==> src/verilog/mfe_consts.svh <==
// Offsets, field positions, reset values and fixed figures of the feature-enable register.
`ifndef MFE_CONSTS_SVH
`define MFE_CONSTS_SVH
// ****************************************************************
// Register map (byte offsets on APB)
// ****************************************************************
`define MFE_OFF_LO        12'h000
`define MFE_OFF_HI        12'h004
`define MFE_OFF_STATUS    12'h008
// ****************************************************************
// Field positions within the 64-bit register
// ****************************************************************
`define MFE_BIT_LEAF_LIM  22
`define MFE_BIT_CTX_MODE  24
`define MFE_LIM_LEAF      8'h03
`define MFE_RST_LEAF_LIM  1'b0
`define MFE_RST_CTX_MODE  1'b0
`endif

==> src/verilog/mfe_pkg.sv <==
// Types shared by the feature-enable register block.
package mfe_pkg;
    typedef enum logic
    {
        MFE_CTX_ADAPTIVE,
        MFE_CTX_SHARED
    } mfe_ctx_t;
endpackage

==> src/verilog/mfe_share_ctl.sv <==
// Cache sharing decision between logical processors.
`timescale 1ns/1ns
`include "mfe_consts.svh"
module mfe_share_ctl
    import mfe_pkg::*;
#(
    parameter int PTB_W = 32
)
(
    input  wire logic             sys_clk_i,
    input  wire logic             sys_rst_i,
    input  wire logic             ctx_mode_i,
    input  wire logic             multi_lp_i,
    input  wire logic [PTB_W-1:0] ptb_lp0_i,
    input  wire logic [PTB_W-1:0] ptb_lp1_i,
    output logic                  share_o
);
    logic next_share;
    // ****************************************************************
    // Sharing decision
    // ****************************************************************
    // Without several logical processors the mode has no meaning.
    always_comb
    begin
        next_share = 1'b0;
        if (multi_lp_i)
        begin
            if (ctx_mode_i == MFE_CTX_SHARED)
                next_share = 1'b1;
            else
                next_share = (ptb_lp0_i == ptb_lp1_i);
        end
    end
    // Registered so the cache sees a clean level.
    always_ff @(posedge sys_clk_i)
    begin
        if (sys_rst_i)
            share_o <= 1'b0;
        else
            share_o <= next_share;
    end
    chk_adaptive_share: assert property (@(posedge sys_clk_i) disable iff (sys_rst_i)
        (multi_lp_i && !ctx_mode_i) |=> share_o == $past(ptb_lp0_i == ptb_lp1_i))
        else $error("adaptive sharing wrong");
    chk_single_lp: assert property (@(posedge sys_clk_i) disable iff (sys_rst_i)
        !multi_lp_i |=> !share_o)
        else $error("sharing without multiple logical processors");
    chk_shared_mode: assert property (@(posedge sys_clk_i) disable iff (sys_rst_i)
        (multi_lp_i && ctx_mode_i) |=> share_o)
        else $error("shared mode not sharing");
    cov_adaptive_equal: cover property (@(posedge sys_clk_i)
        multi_lp_i && !ctx_mode_i && ptb_lp0_i == ptb_lp1_i);
endmodule

==> src/verilog/mfe_regs.sv <==
// APB register block holding the upper feature-enable control bits.
`timescale 1ns/1ns
`include "mfe_consts.svh"
// Behaviour
// - Bit 22 read/write, caps identify leaf
// - Cap set: leaf zero reports three
// - Cap resets zero; clear reports true maximum
// - Bit 24: one shared, zero adaptive
// - Adaptive shares only on equal page bases
// - Mode matters only with multiple logical processors
module mfe_regs
    import mfe_pkg::*;
#(
    parameter int   PTB_W        = 32,
    parameter logic [7:0] TRUE_MAX_LEAF = 8'h05
)
(
    input  wire logic             sys_clk_i,
    input  wire logic             sys_rst_i,
    input  wire logic             psel_i,
    input  wire logic             penable_i,
    input  wire logic             pwrite_i,
    input  wire logic [11:0]      paddr_i,
    input  wire logic [31:0]      pwdata_i,
    input  wire logic [3:0]       pstrb_i,
    output logic                  pready_o,
    output logic [31:0]           prdata_o,
    output logic                  pslverr_o,
    input  wire logic             multi_lp_i,
    input  wire logic [PTB_W-1:0] ptb_lp0_i,
    input  wire logic [PTB_W-1:0] ptb_lp1_i,
    output logic [7:0]            max_basic_leaf_value_o,
    output logic                  ctx_shared_o,
    output logic                  share_o
);
    logic        leaf_lim;
    logic        ctx_mode;
    logic        acc;
    logic        hit;
    logic [31:0] next_rdata;
    logic [63:0] reg_view;
    // ****************************************************************
    // APB access decode
    // ****************************************************************
    // Zero wait states; every access finishes in its first access cycle.
    assign acc       = psel_i && penable_i;
    assign pready_o  = acc;
    assign hit       = (paddr_i == `MFE_OFF_LO) || (paddr_i == `MFE_OFF_HI)
                       || (paddr_i == `MFE_OFF_STATUS);
    assign pslverr_o = acc && !hit;
    // Only the defined bits exist; all others read zero.
    always_comb
    begin
        reg_view = 64'h0000000000000000;
        reg_view[`MFE_BIT_LEAF_LIM] = leaf_lim;
        reg_view[`MFE_BIT_CTX_MODE] = ctx_mode;
    end
    // ****************************************************************
    // Control bits
    // ****************************************************************
    // Byte lane 2 carries bit 22 and byte lane 3 carries bit 24; reserved bits have no storage.
    always_ff @(posedge sys_clk_i)
    begin
        if (sys_rst_i)
        begin
            leaf_lim <= `MFE_RST_LEAF_LIM;
            ctx_mode <= `MFE_RST_CTX_MODE;
        end
        else if (acc && pwrite_i && paddr_i == `MFE_OFF_LO)
        begin
            if (pstrb_i[2])
                leaf_lim <= pwdata_i[`MFE_BIT_LEAF_LIM];
            if (pstrb_i[3])
                ctx_mode <= pwdata_i[`MFE_BIT_CTX_MODE];
        end
    end
    // ****************************************************************
    // Read data
    // ****************************************************************
    // Status shows the reported leaf so software can check the cap.
    always_comb
    begin
        next_rdata = 32'h00000000;
        case (paddr_i)
            `MFE_OFF_LO:     next_rdata = reg_view[31:0];
            `MFE_OFF_HI:     next_rdata = reg_view[63:32];
            `MFE_OFF_STATUS: next_rdata = {24'h000000, max_basic_leaf_value_o};
            default:         next_rdata = 32'h00000000;
        endcase
    end
    // Read data is latched in setup so it is stable in access.
    always_ff @(posedge sys_clk_i)
    begin
        if (sys_rst_i)
            prdata_o <= 32'h00000000;
        else if (psel_i && !penable_i && !pwrite_i)
            prdata_o <= next_rdata;
    end
    // ****************************************************************
    // Identify leaf report
    // ****************************************************************
    // Software must only set the cap where the true maximum exceeds three.
    always_ff @(posedge sys_clk_i)
    begin
        if (sys_rst_i)
            max_basic_leaf_value_o <= TRUE_MAX_LEAF;
        else if (leaf_lim)
            max_basic_leaf_value_o <= `MFE_LIM_LEAF;
        else
            max_basic_leaf_value_o <= TRUE_MAX_LEAF;
    end
    assign ctx_shared_o = ctx_mode;
    // ****************************************************************
    // Cache context sharing
    // ****************************************************************
    mfe_share_ctl #(.PTB_W(PTB_W)) u_share
    (
        .sys_clk_i  (sys_clk_i),
        .sys_rst_i  (sys_rst_i),
        .ctx_mode_i (ctx_mode),
        .multi_lp_i (multi_lp_i),
        .ptb_lp0_i  (ptb_lp0_i),
        .ptb_lp1_i  (ptb_lp1_i),
        .share_o    (share_o)
    );
    // ****************************************************************
    // Checks
    // ****************************************************************
    chk_leaf_capped: assert property (@(posedge sys_clk_i) disable iff (sys_rst_i)
        leaf_lim |=> max_basic_leaf_value_o == 8'h03)
        else $error("capped leaf not three");
    chk_leaf_true: assert property (@(posedge sys_clk_i) disable iff (sys_rst_i)
        !leaf_lim |=> max_basic_leaf_value_o == TRUE_MAX_LEAF)
        else $error("uncapped leaf not true maximum");
    chk_leaf_write: assert property (@(posedge sys_clk_i) disable iff (sys_rst_i)
        (acc && pwrite_i && paddr_i == 12'h000 && pstrb_i[2])
        |=> leaf_lim == $past(pwdata_i[22]))
        else $error("cap bit write lost");
    chk_ctx_write: assert property (@(posedge sys_clk_i) disable iff (sys_rst_i)
        (acc && pwrite_i && paddr_i == 12'h000 && pstrb_i[3])
        |=> ctx_mode == $past(pwdata_i[24]))
        else $error("mode bit write lost");
    chk_reset_vals: assert property (@(posedge sys_clk_i)
        $past(sys_rst_i) |-> !leaf_lim && !ctx_mode)
        else $error("reset values wrong");
    chk_reserved_zero: assert property (@(posedge sys_clk_i) disable iff (sys_rst_i)
        (psel_i && !penable_i && !pwrite_i && paddr_i == 12'h004) |=> prdata_o == 32'h0)
        else $error("reserved high word not zero");
    chk_reserved_low: assert property (@(posedge sys_clk_i) disable iff (sys_rst_i)
        (psel_i && !penable_i && !pwrite_i && paddr_i == 12'h000)
        |=> (prdata_o & 32'hFEBFFFFF) == 32'h0)
        else $error("reserved low bits not zero");
    chk_unmapped_err: assert property (@(posedge sys_clk_i) disable iff (sys_rst_i)
        (acc && !hit) |-> pslverr_o && pready_o)
        else $error("unmapped access without error");
    cov_cap_set: cover property (@(posedge sys_clk_i) $rose(leaf_lim));
    cov_shared: cover property (@(posedge sys_clk_i) $rose(ctx_mode));
    cov_unmapped: cover property (@(posedge sys_clk_i) acc && !hit);
endmodule

==> config.mk <==
export PLATFORM = sky130hd
export DESIGN_NAME = mfe_regs
export DESIGN_NICKNAME = d
export VERILOG_FILES = /design/src/verilog/mfe_pkg.sv /design/src/verilog/mfe_share_ctl.sv /design/src/verilog/mfe_regs.sv
export VERILOG_INCLUDE_DIRS = /design/src /design/src/verilog
export SDC_FILE = /design/constraint.sdc
export NUM_CORES = 1
export LEC_CHECK = 0
export BUFFER_PORTS_ARGS = -buffer_cell sky130_fd_sc_hd__buf_4
export CORE_ASPECT_RATIO = 0.9
export CORE_MARGIN = 2
export CORE_UTILIZATION = 31
export CTS_BUF_LIST = sky130_fd_sc_hd__clkbuf_8 sky130_fd_sc_hd__clkbuf_16
export DETAILED_ROUTE_END_ITERATION = 12
export PLACE_DENSITY = 0.86
export SLEW_MARGIN = 20
export SYNTH_ARGS = -nofsm -noshare
export SYNTH_HDL_FRONTEND = slang
export SYNTH_HIERARCHICAL = 1
export SYNTH_SLANG_ARGS = --single-unit
==> constraint.sdc <==
create_clock -name sys_clk_i -period 2.1 [get_ports sys_clk_i]
set_input_delay 0.42 -clock sys_clk_i [delete_from_list [all_inputs] [get_ports sys_clk_i]]
set_output_delay 0.42 -clock sys_clk_i [all_outputs]
set_load 0.03 [all_outputs]
==> results.toml <==
[status]
status = "complete, no violations"

[die]
die_w_um = 65.1
die-area_um2 = 3840
num_rows = 19
core_area_um2 = 3140
io_pins = 162
start_util_pct = 33.2
die_h_um = 59.0

[worst_setup_path]
cpMostUsedCell = "buf_4"
cp_slowest_cell = "nor4_2"
crit_buf_inv = 2
path_cells = "buf_4 -> nor4_2 -> and3_2 -> a21oi_1 -> buf_4"
crit_path_end_kind = "output pin"
cpPeakStageDelay_ps = 300
crit_path_start_kind = "input pin"
worstSetupPathType = "input pin to output pin"
cp_max_fo = 4
required_ps = 1680
crit_family = "simple AND/OR/NAND/NOR gates"
critPathArrivalTime_ps = 1350

[detailed_routing]
top_layer_used = "met4"
drc_errors = 0
drtIter0Drc = 9
vias = 1079
wl_met3_um = 340
route.antenna.remaining_nets = 0
wl_um = 2860
avgViaCountPerCell = 4.15
dr.pass1.iters = 2
wl_per_cell_um = 11.0
dr_wl_met2_um = 1530
m1WireLength_um = 962

[clock_network]
cts_max_level = 1
root_buffer = "clkbuf_8"
clk_pin_slew_ps = 40
cts_tree = "built"
clkLatencyLatePin_ps = 230
post_cts_buffers = 0
postCtsHoldBufs = 0
post_cts_resize_count = 0
cts_made_buffers = 3
cts_sinks = 10
cts_max_path_buffers = 2

[sta]
max_clock_freq_mhz = 567
hold_viol = 0
setup_viol = 0
skew_ps = 1.10
tns_ps = 0
maxSlewViolCount = 0
period_minus_slack_ps = 1770
fin_crit_sh_pct = 84.0
rsz0062_at_grt = "no"

[global_routing]
grt_usage_pct = 14.1
gr-total-overflow = 0
grt_pass1_wl_um = 4230
grt_max_degree = 7
grt_pass1_vias = 1006
antenna_found_initial = 0

[finish]
nets = 338
final_common_cell = "buf_4"
diodes = 0
final_layout_size_suffix_gt1_share_pct = 49.1
register_area_um2 = 200
area_growth_pct = 65.6
final_area_um2 = 1720
layout_common_cells = "buf_4, conb_1, xnor2_1"
nFillCells = 304
multiInputGateArea_um2 = 691

[job]
drv_cap = 0

[logic_synthesis]
syn_avg_cell_area_um2 = 8.60
syn-instance-count = 121
seq_area_frac_synth_pct = 19.2
yosysWarnings = 6
synth_cell_types = 21
synth_area_um2 = 1040
synth_seq_cells = 10

[placement]
port_buffers = 96
hpwl_um = 2530
routabilityCongestion = 0.734
place_area_um2 = 1680

[power]
total_power_mw = 0.682
p_per_area_nw_per_um2 = 396
leakage_nw = 0.840
ir_drop_mv = 0.565

[worst_hold_path]
hp-class = "input pin to flop"
-- metal layers --
metal,vias to the layer above,track usage (%)
li1,543,-
met2,69,28.0
met4,0,3.57
met5,-,0
met1,463,14.2
met3,4,4.75
-- cells in the mapped netlist --
| cell type | n | area (um^2) |
|---|---|---|
| a22o_1 | 1 | 8.76 |
| nor4_2 | 2 | 25.0 |
| a21oi_1 | 5 | 25.0 |
| nor4b_4 | 1 | 23.8 |
| nor4bb_1 | 1 | 10.0 |
| a32o_2 | 3 | 33.8 |
| o21ai_0 | 2 | 10.0 |
| a32o_1 | 1 | 10.0 |
| buf_4 | 33 | 248 |
| inv_1 | 5 | 18.8 |
| nor3b_2 | 1 | 12.5 |
| nor2_1 | 2 | 7.51 |
| xnor2_1 | 32 | 280 |
| nor4_1 | 2 | 12.5 |
| and3_2 | 1 | 7.51 |
| dfxtp_1 | 10 | 200 |
| nand2_1 | 3 | 11.3 |
| nand4_1 | 11 | 68.8 |
| nor2b_1 | 2 | 12.5 |
| conb_1 | 2 | 7.51 |
| nor3b_1 | 1 | 7.51 |
-- state kept, by name (all words and copies together), names as in the netlist --
register                flops
leaf_lim                    1
max_basic_leaf_value_o      2
prdata_o                    5
u_share/share_o             1
ctx_shared_o                1
-- cell families after synthesis --
family                    after synthesis  synth area share (%)
AOI/OAI and AO/OA                      12                  8.41
xor gates and xnor gates               32                  26.9
other                                   2                 0.721
buffers and inverters                  38                  25.6
DFF                                    10                  19.2
and+or+nand+nor                        27                  19.1
-- cell type report --
cell class | instances | area share [%]
flip-flops and latches | 10 | 11.6
well taps | 42 | 3.05
multi-input cells | 104 | 40.1
clock buffers | 3 | 2.39
inverters | 5 | 1.09
repair buffers | 96 | 41.8
-- power breakdown --
group	switching (mW)	total [mW]	internal (mW)	leakage [nW]
registers	0.00000185	0.191	0.191	0.0805
clock network	0.0668	0.192	0.125	0.0216
logic	0.150	0.300	0.150	0.738
total	0.217	0.682	0.466	0.840
-- worst paths after layout --
kind	start	end	slack, ps	cells past startpoint
setup / recovery	paddr_i[5]	pslverr_o	330	5
hold reg to reg	prdata_o[22]	prdata_o[22]	480	1
setup reg to reg	max_basic_leaf_value_o[2]	prdata_o[2]	1410	1
hold / removal	sys_rst_i	ctx_shared_o	420	2
-- metrics by stage --
step / hold WS, ps / utilization, % / setup WS (ps) / std cells
global placement: 456 / 53.6 / 296 / 257
CTS: 417 / 54.9 / 318 / 260
global route: 424 / 54.9 / 246 / 260
detailed placement: 463 / 53.6 / 321 / 257
floorplan: 452 / - / 518 / 152
finish: 425 / 54.9 / 335 / 260
No activity file was read; power rests on OpenSTA's default activity.
